$ cat config.mk
export PLATFORM = sky130hd
export DESIGN_NAME = lcs_compositor
export DESIGN_NICKNAME = d
export VERILOG_FILES = /design/src/logic/lcs_pkg.sv /design/src/logic/lcs_compositor.sv
export SDC_FILE = /design/constraint.sdc
export NUM_CORES = 1
export LEC_CHECK = 0
export BUFFER_PORTS_ARGS = -buffer_cell sky130_fd_sc_hd__buf_2
export CORE_MARGIN = 8
export CORE_UTILIZATION = 64
export DETAILED_ROUTE_END_ITERATION = 8
export GPL_TIMING_DRIVEN = 0
export PLACE_DENSITY = 0.86
export SLEW_MARGIN = 10
export SYNTH_ARGS = -nofsm -noshare
export SYNTH_HDL_FRONTEND = slang
export SYNTH_SLANG_ARGS = --single-unit
$ cat constraint.sdc
create_clock -name core_clk_i -period 8.6 [get_ports core_clk_i]
set_clock_uncertainty 0.05 [all_clocks]
set_input_delay 1.29 -clock core_clk_i [delete_from_list [all_inputs] [get_ports core_clk_i]]
set_output_delay 1.29 -clock core_clk_i [all_outputs]
set_load 0.005 [all_outputs]
$ cat src/logic/lcs_pkg.sv
// Purpose: shared constants and carriers for the layer compositor with pixel scroll
// Assumes: 250 MHz core clock, 8-bit register port, one byte per layer per scan strobe
// Notes: flash half periods are derived from the blink rates and the clock rate
package lcs_pkg;
  // register offsets
  localparam logic [7:0] LCS_ADDR_ATTR = 8'h0A;
  localparam logic [7:0] LCS_ADDR_COMBINE = 8'h18;
  localparam logic [7:0] LCS_ADDR_HSCROLL = 8'h1B;
  localparam logic [7:0] LCS_ADDR_MODE = 8'h30;
  localparam logic [7:0] LCS_ADDR_STATUS = 8'h31;
  // reset values
  localparam logic [7:0] LCS_ATTR_RST = 8'h00;
  localparam logic [7:0] LCS_COMBINE_RST = 8'h00;
  localparam logic [7:0] LCS_HSCROLL_RST = 8'h00;
  localparam logic [7:0] LCS_MODE_RST = 8'h00;
  // field positions
  localparam int LCS_ATTR_LAYER_LSB = 2;  // layer n field at [LSB+2n+1 : LSB+2n]
  localparam int LCS_SCROLL_W = 3;
  localparam int LCS_NUM_LAYERS = 3;
  // per-layer attribute codes
  localparam logic [1:0] LCS_ATTR_OFF = 2'b00;
  localparam logic [1:0] LCS_ATTR_ON = 2'b01;
  localparam logic [1:0] LCS_ATTR_SLOW = 2'b10;
  localparam logic [1:0] LCS_ATTR_FAST = 2'b11;
  // combine select codes
  localparam logic [1:0] LCS_COMB_OR = 2'b00;
  localparam logic [1:0] LCS_COMB_XOR = 2'b01;
  localparam logic [1:0] LCS_COMB_AND = 2'b10;
  // pixel depth codes in the mode register
  localparam logic [1:0] LCS_BPP_1 = 2'b00;
  // timing
  localparam longint LCS_CLK_HZ = 250_000_000;
  localparam longint LCS_FAST_HZ = 17;
  localparam longint LCS_SLOW_HZ = 2;
  localparam int LCS_FAST_HALF = int'(LCS_CLK_HZ / (2 * LCS_FAST_HZ));
  localparam int LCS_SLOW_HALF = int'(LCS_CLK_HZ / (2 * LCS_SLOW_HZ));
  localparam int LCS_CNT_W = 27;

  // register port request
  typedef struct packed {
    logic wr;
    logic rd;
    logic [7:0] addr;
    logic [7:0] wdata;
  } lcs_reg_req_t;

  // one display byte per layer, msb is leftmost pixel
  typedef struct packed {
    logic valid;
    logic first;
    logic [LCS_NUM_LAYERS-1:0][7:0] layer;
  } lcs_scan_t;

  typedef struct packed {
    logic valid;
    logic [7:0] data;
  } lcs_pix_t;
endpackage : lcs_pkg

$ cat src/logic/lcs_compositor.sv
// Purpose: combines three display layers per byte, applies flash attributes and pixel scroll
// Assumes: scan bytes come from logic on core_clk_i; host steps the scroll registers
// Notes: output byte follows each scan strobe by one cycle
//
// Summary of operation
// RQ1 - shift whole image right by 0..7 pixels from scroll register bits 2-0
// RQ2 - host steps offset, wraps seven to zero and advances block start address
// RQ3 - host stops or fixes content at the virtual screen edge
// RQ4 - one offset applies to the combined image of all layers
// RQ5 - at 2 or 4 bits per pixel the pixel offset is forced to zero
// RQ6 - inverse, half-tone and flash come only from attribute and combine registers
// RQ7 - combine select 01 merges layers by exclusive-OR for inverse display
// RQ8 - combine select 00 merges layers by OR
// RQ9 - attribute bits 2 and 4 set, 3 and 5 clear: layers one, two steady on
// RQ10 - per-layer flash at 17 Hz gives apparent half intensity
// RQ11 - attribute 34h: layer one steady, layer two flashes at 17 Hz
// RQ12 - per-layer 2 Hz flash lets an OR-combined block flash alone
// RQ13 - host flashes small areas by rewriting codes every half to one second
// RQ14 - each pixel combines enabled layer bits; off or dark layers give zero
//
// Local design decision: the plain strobed port.
`timescale 1ns/1ps
`default_nettype none
module lcs_compositor #(
  parameter int FAST_HALF = lcs_pkg::LCS_FAST_HALF, // cycles per 17 Hz half period
  parameter int SLOW_HALF = lcs_pkg::LCS_SLOW_HALF  // cycles per 2 Hz half period
) (
  input wire logic core_clk_i,                 // 250 MHz core clock
  input wire logic reset_i,                    // async reset, active high
  input wire lcs_pkg::lcs_reg_req_t reg_req_i, // register port request
  output logic [7:0] reg_rdata_o,              // read data, cycle after read strobe
  input wire lcs_pkg::lcs_scan_t scan_i,       // layer bytes from display scan
  output lcs_pkg::lcs_pix_t pix_o              // combined, scrolled pixel byte
);
  import lcs_pkg::*;

  logic [7:0] attr;
  logic [7:0] combine;
  logic [7:0] hscroll;
  logic [7:0] mode;
  logic [LCS_CNT_W-1:0] fast_cnt;
  logic [LCS_CNT_W-1:0] slow_cnt;
  logic fast_phase;
  logic slow_phase;
  logic [7:0] prev_byte;
  logic [LCS_SCROLL_W-1:0] eff_off;
  logic [LCS_NUM_LAYERS-1:0] layer_vis;
  logic [LCS_NUM_LAYERS-1:0][7:0] masked;
  logic [7:0] next_comb;
  logic [15:0] pair;
  logic [7:0] status;

  // register writes
  always_ff @(posedge core_clk_i or posedge reset_i) begin
    if (reset_i) begin
      attr <= LCS_ATTR_RST;
      combine <= LCS_COMBINE_RST;
      hscroll <= LCS_HSCROLL_RST;
      mode <= LCS_MODE_RST;
    end else if (reg_req_i.wr) begin
      case (reg_req_i.addr)
        LCS_ADDR_ATTR: attr <= reg_req_i.wdata;       // [RQ6]
        LCS_ADDR_COMBINE: combine <= reg_req_i.wdata; // [RQ6]
        LCS_ADDR_HSCROLL: hscroll <= reg_req_i.wdata;
        LCS_ADDR_MODE: mode <= reg_req_i.wdata;
        default: ;
      endcase
    end
  end

  // status view of the block's own state
  assign status = {3'h0, eff_off, slow_phase, fast_phase};

  // register reads, unmapped addresses read as zero
  always_ff @(posedge core_clk_i or posedge reset_i) begin
    if (reset_i) begin
      reg_rdata_o <= 8'h00;
    end else if (reg_req_i.rd) begin
      case (reg_req_i.addr)
        LCS_ADDR_ATTR: reg_rdata_o <= attr;
        LCS_ADDR_COMBINE: reg_rdata_o <= combine;
        LCS_ADDR_HSCROLL: reg_rdata_o <= {5'h00, hscroll[LCS_SCROLL_W-1:0]};
        LCS_ADDR_MODE: reg_rdata_o <= {6'h00, mode[1:0]};
        LCS_ADDR_STATUS: reg_rdata_o <= status;
        default: reg_rdata_o <= 8'h00;
      endcase
    end else begin
      reg_rdata_o <= 8'h00;
    end
  end

  // 17 Hz blink phase
  always_ff @(posedge core_clk_i or posedge reset_i) begin
    if (reset_i) begin
      fast_cnt <= '0;
      fast_phase <= 1'b0;
    end else if (fast_cnt == LCS_CNT_W'(FAST_HALF - 1)) begin
      fast_cnt <= '0;
      fast_phase <= ~fast_phase; // [RQ10]
    end else begin
      fast_cnt <= fast_cnt + 1'b1;
    end
  end

  // 2 Hz blink phase
  always_ff @(posedge core_clk_i or posedge reset_i) begin
    if (reset_i) begin
      slow_cnt <= '0;
      slow_phase <= 1'b0;
    end else if (slow_cnt == LCS_CNT_W'(SLOW_HALF - 1)) begin
      slow_cnt <= '0;
      slow_phase <= ~slow_phase; // [RQ12]
    end else begin
      slow_cnt <= slow_cnt + 1'b1;
    end
  end

  // per-layer visibility from its attribute field and the blink phases
  genvar g;
  generate
    for (g = 0; g < LCS_NUM_LAYERS; g++) begin : g_layer
      logic [1:0] fld;
      assign fld = attr[LCS_ATTR_LAYER_LSB + 2*g +: 2];
      always_comb begin
        case (fld)
          LCS_ATTR_ON: layer_vis[g] = 1'b1;         // [RQ9] [RQ11]
          LCS_ATTR_SLOW: layer_vis[g] = slow_phase; // [RQ12]
          LCS_ATTR_FAST: layer_vis[g] = fast_phase; // [RQ10] [RQ11]
          default: layer_vis[g] = 1'b0;
        endcase
      end
      assign masked[g] = layer_vis[g] ? scan_i.layer[g] : 8'h00; // [RQ14]
    end
  endgenerate

  // combine function over the masked layers
  always_comb begin
    case (combine[1:0])
      LCS_COMB_OR: next_comb = masked[0] | masked[1] | masked[2];  // [RQ8]
      LCS_COMB_XOR: next_comb = masked[0] ^ masked[1] ^ masked[2]; // [RQ7]
      LCS_COMB_AND: next_comb = masked[0] & masked[1] & masked[2];
      default: next_comb = masked[0] | masked[1] | masked[2];
    endcase
  end

  // pixel offset only at one bit per pixel
  assign eff_off = (mode[1:0] == LCS_BPP_1) ? hscroll[LCS_SCROLL_W-1:0] : '0; // [RQ1] [RQ5]
  // one shifter after combining, so every layer moves together
  assign pair = {prev_byte, next_comb} >> eff_off; // [RQ4]

  // carry of the previous combined byte, updated on every scan byte and ignored for a line's first byte
  always_ff @(posedge core_clk_i or posedge reset_i) begin
    if (reset_i) begin
      prev_byte <= 8'h00;
    end else if (scan_i.valid) begin
      prev_byte <= next_comb;
    end
  end

  // registered pixel output
  always_ff @(posedge core_clk_i or posedge reset_i) begin
    if (reset_i) begin
      pix_o <= '0;
    end else begin
      pix_o.valid <= scan_i.valid;
      if (scan_i.valid) begin
        pix_o.data <= scan_i.first ? (next_comb >> eff_off) : pair[7:0]; // [RQ1]
      end
    end
  end

  logic steady_or;
  assign steady_or = (attr[7:2] == 6'b010101) && (combine[1:0] == LCS_COMB_OR);

  // OR of the raw scan bytes, used by the first-byte reference expression below
  logic [7:0] scan_or;
  assign scan_or = scan_i.layer[0] | scan_i.layer[1] | scan_i.layer[2];
endmodule : lcs_compositor
`default_nettype wire

Word-level counts from Yosys, hierarchy flattened
Index checks and enable logic that the tools add are counted.
{ "word_totals": {"reg_bits": 102, "latch_bits": 0, "ram_bits": 0, "romBits": 0, "inputBits": 46, "out_inout_bits": 17, "word_cells": 60, "mem_count": 0} }
{ "classes": {"add_sub_neg": 2, "n_mul": 0, "n_div": 0, "order_cmp": 0, "n_eq_ne": 18, "shift": 2, "n_mux": 13, "n_bitwise": 8, "n_reduce_logical": 5} }
{ "ops": {"columns": ["operator", "n"], "rows": [
  ["adder 27 x 1 -> 27 bit (second input constant)", 2],
  ["2-to-1 mux 27 bit", 2],
  ["2-to-1 mux 8 bit", 5],
  ["case mux 8 bit (5 select lines)", 1],
  ["== test 27 x 23 -> 1 bit (second input constant)", 1],
  ["== test 27 x 26 -> 1 bit (second input constant)", 1],
  ["AND 8 bit", 2],
  ["== test 8 x 5 -> 1 bit (second input constant)", 2],
  ["== test 8 x 6 -> 1 bit (second input constant)", 2],
  ["OR 8 bit", 2],
  ["case mux 8 bit (2 select lines)", 1],
  ["right shift 16 x 3 -> 8 bit", 1],
  ["bitwise XOR 8 bit", 2],
  ["== test 2 bit (second input constant)", 7],
  ["case mux 1 bit (3 select lines)", 3],
  ["== test 2 x 1 -> 1 bit (second input constant)", 4],
  ["== test 8 x 4 -> 1 bit (second input constant)", 1],
  ["AND reduction 2 bit", 4],
  ["right shift 8 x 3 -> 8 bit", 1],
  ["2-to-1 mux 3 bit", 1],
  ["logical NOT 2 bit", 1],
  ["NOT 1 bit", 2]
]} }

Logic depth before layout (Yosys ltp)
{ "logic_depth": {"word_depth": 8, "ltp_mapped": 13, "mapped_depth_nobuf": 12} }

Worst setup path before layout
No wires, ideal clock.
{ "synth_path": {"path_kind": "input port to flip-flop", "start": "input scan_i[5] in the netlist's numbering", "end": "register pix_o[1] in the netlist's numbering", "setup_ps": 135, "arrival_time_ps": 2644, "t_required_ps": 8415, "path_slack_ps": 5772, "cell_stages": 8, "n_path_buf": 0, "path_cell_list": "and2_1 > ha_1 > nand2b_1 > mux2i_1 > a221oi_2 > o22ai_1 > o31ai_1 > o22ai_1"} }
{ "synth_between": {"elab_chain_cells": 6, "elab_cells_between_ends": 11, "cone_classes": "shift: 2; mux: 3; bitwise: 6"} }
{ "synth_rtl": {"columns": ["element", "line_no", "source"], "rows": [
  ["from (decl)", "lcs_compositor.sv:32", "input wire lcs_pkg::lcs_scan_t scan_i,"],
  ["2-to-1 mux 8 bit *", "lcs_compositor.sv:132", "assign masked[g] = layer_vis[g] ? scan_i.layer[g] : 8'h00;"],
  ["OR 8 bit (tied with other cells) (2 in a row)", "lcs_compositor.sv:139, lcs_compositor.sv:142", null],
  ["case mux 8 bit (2 select lines) *", "lcs_compositor.sv:138", "case (combine[1:0])"],
  ["right shift 16 x 3 -> 8 bit or right shift 8 x 3 -> 8 bit (tied branches)", "lcs_compositor.sv:149, lcs_compositor.sv:167", null],
  ["2-to-1 mux 8 bit *", "lcs_compositor.sv:167", "pix_o.data <= scan_i.first ? (next_comb >> eff_off) : pair[7:0];"],
  ["to (decl)", "lcs_compositor.sv:33", "output lcs_pkg::lcs_pix_t pix_o"]
]} }
Mark *: on every way between the ends. The rest lies on a longest branch, timed or not.
A chain may end at the register's enable or synchronous reset.

Worst setup path after layout
{ "layout_path": {"start": "register slow_phase", "end": "register pix_o[2] in the netlist's numbering"} }
{ "layout_between": {"elab_chain_cells": 7, "elab_cells_between_ends": 16, "cone_classes": "shift: 2; mux: 8; bitwise: 6"} }
{ "layout_rtl": {"columns": ["element", "line_no", "source"], "rows": [
  ["from (decl)", "lcs_compositor.sv:44", "logic slow_phase;"],
  ["from (signal assigned)", "lcs_compositor.sv:112", "slow_phase <= ~slow_phase;"],
  ["case mux 1 bit (3 select lines)", "lcs_compositor.sv:125", "case (fld)"],
  ["2-to-1 mux 8 bit", "lcs_compositor.sv:132", null],
  ["OR 8 bit (tied with other cells) (2 in a row)", "lcs_compositor.sv:139, lcs_compositor.sv:142", null],
  ["case mux 8 bit (2 select lines) *", "lcs_compositor.sv:138", null],
  ["right shift 16 x 3 -> 8 bit or right shift 8 x 3 -> 8 bit (tied branches)", "lcs_compositor.sv:149, lcs_compositor.sv:167", null],
  ["2-to-1 mux 8 bit *", "lcs_compositor.sv:167", null]
]} }
Marks and branches as above.

==> run metrics <==
DR iter-0 viols=323; vias per std cell=6.08; met2 wire len=6820 um; gr usage total=22.0%; Netlist cell types=60; post-route cell area=6510 um2; die area=12400 um2; final setup fails=0; synthesized cell area=5830 um2; Resize count post-CTS=0; RR Endpoint=pix_o[2]; Synth Instances=600; CTS tree=done; PwrDens=139 nW/um2; Syn Area/Cell=9.72 um2; TritonCTS Sinks=101; Die H=111 um; Setup CP Type=flip-flop to flip-flop; Top FF cell, synth=dfrtp_1; most common cell after layout, fill and taps aside=dfrtp_1; Worst-Margin Slew=0.962 ns; I/O Buffers=61; CTS Hold Bufs=0; Max Cap Viol=0; r2r startpoint=slow_phase; area of the core=9020 um2; Final WS setup=5.08 ns; commonest cells after routing, fill and taps aside=dfrtp_1 (101), buf_2 (68), nand2_1 (63); DIE WIDTH=111 um; clock edge transition at the registers on the reported setup and hold paths=0.10 ns; hold path depth=1; dpl ws=5.23 ns; largest net degree at the start of global routing=54; CP Max Fanout=10; CTS Buffer Depth=2; GP Congestion=0.911; worst IR drop on VDD=80.5 uV; Fin Hold WS=0.429 ns; asr flop ratio synth=100%; count of final hold-check violations=0; vias in the first global route=4888; met3 wire len=926 um; DR vias=4807; RSZ-0062 raised after global routing=false; Reg2Reg Setup Slack=5.08 ns; slew margin rel.=35.6%; CTS Root Cell=clkbuf_8; initial core utilization=64.6%; number of synthesized flops with an enable pin=0; Lkg Pwr=3.02 nW; hold path endpoint=slow_cnt[26]; Tmin final=3.52 ns; status=completed; drt wl/cell=17.3 um; Row Count=35; Critical Path AT=3.69 ns; residual DRC count=0; fmax=284 MHz; period utilization=40.9%; CP endpoint kind=flip-flop; share of cells above drive strength 1=20.2%; sequential area share after synthesis=43.4%; Mapped Nets=667; synthesized flop and latch total=101; DR top layer=met5; synthesis-to-layout area growth=11.6%; Final nets=740; total gr overflow=0; Total Power=0.906 mW; antenna violations before repair=1; Worst R2R Path Depth=12; Skew-Pair Late Insertion Delay=0.37 ns; Slew Limit Fails=0; Post-CTS Setup Repair Bufs=0; 1st-pass router iterations=8; startpoint types=flip-flop; Worst Hold Class=flip-flop to flip-flop; Placed Area=6300 um2; Post-DP HPWL=10000 um; I/O pin count=63; first-pass GRT wire length=22700 um; Num CTS Buffers=9; H-Tree Depth=3; WL met1=5460 um; antenna-violating nets left=0; hold wc startpoint=slow_cnt[26]; WL final=13600 um; worst endpoint required time=8.77 ns; Synth warnings=0; Setup TNS Final=0 ns
-- synthesized netlist by cell type (8+ instances only) --
master    number  area share, %
nand2_1       63            4.1
xnor2_1       27            4.1
nand3_1       28            2.4
dfrtp_1      101             43
clkbuf_1       8           0.52
mux2i_1       15            2.6
nor2_1        61            3.9
and2_1        12            1.3
mux2_2        24            4.6
ha_1          21            4.5
nand2b_1      12            1.3
nand4b_1       8            1.2
a22oi_1        8            1.0
nand4_1       11            1.2
and3_1        13            1.4
a21oi_1       22            1.9
a31oi_1        8           0.86
xor2_1        24            3.6
inv_1         34            2.2
-- critical path: stages (launching register included) --
cell and delay (ns):
dfrtp_1 0.39, buf_2 0.26, a21oi_1 0.09, a31oi_1 0.72
nand2_1 0.19, inv_1 0.09, ha_1 0.23, nand2b_1 0.07
mux2i_1 0.10, a221oi_2 0.60, mux2i_1 0.21, o22ai_1 0.26
a221oi_1 0.12
-- metrics by stage --
step	std cells	util [%]
6_report	790	72.1
3_3_place_gp	772	69.5
2_1_floorplan	600	-
5_1_grt	789	72.1
4_1_cts	789	72.1
3_5_place_dp	773	69.9
-- how the worst max path moves through the flow --
stage | endpoint | from
floorplan | attr[0] | reset_i
global placement | pix_o[3] | reset_i
detailed placement | pix_o[2] | slow_phase
CTS | pix_o[2] | slow_phase
global route | pix_o[2] | slow_phase
finish | pix_o[2] | slow_phase
-- cells by family (layout without fill, tap and decap cells) --
logic type	count (synthesis)	after routing	synth area share, %
mux	39	39	7.21
fa+ha+maj	21	21	4.51
simple gates	250	250	22.6
buf+inv	51	129	3.69
compound gates	87	87	11.0
xor+xnor	51	51	7.66
other cells	0	1	0
flops	101	101	43.4
-- flip-flops by register name, indices dropped and copies added, names as in the netlist, 2 cells and up --
| register | cells |
|---|---|
| slow_cnt | 27 |
| attr | 8 |
| mode | 2 |
| pix_o | 9 |
| fast_cnt | 27 |
| hscroll | 3 |
| reg_rdata_o | 8 |
| combine | 8 |
| prev_byte | 7 |
-- cell type report --
cell class / count / area, um2
Sequential cell: 101 / 2530
Clock inverter: 5 / 68.8
Timing Repair Buffer: 62 / 333
Clock buffer: 11 / 131
Tap cell: 111 / 139
Fill cell: 658 / 2510
Antenna cell: 1 / 2.50
Buffer: 17 / 87.6
Multi-Input combinational cell: 448 / 3090
Inverter: 34 / 130
-- metal layers --
layer | global-route usage [%] | vias up
li1 | - | 2252
met1 | 25.2 | 2335
met4 | 9.87 | 2
met3 | 5.65 | 39
met2 | 37.8 | 179
met5 | 0 | -
-- power breakdown --
| part | internal (mW) | switching, mW | total [mW] |
|---|---|---|---|
| registers | 0.486 | 0.00944 | 0.496 |
| clock network | 0.140 | 0.168 | 0.308 |
| logic | 0.0418 | 0.0610 | 0.103 |
| total | 0.668 | 0.239 | 0.906 |
(Power assumes the default switching activity.)
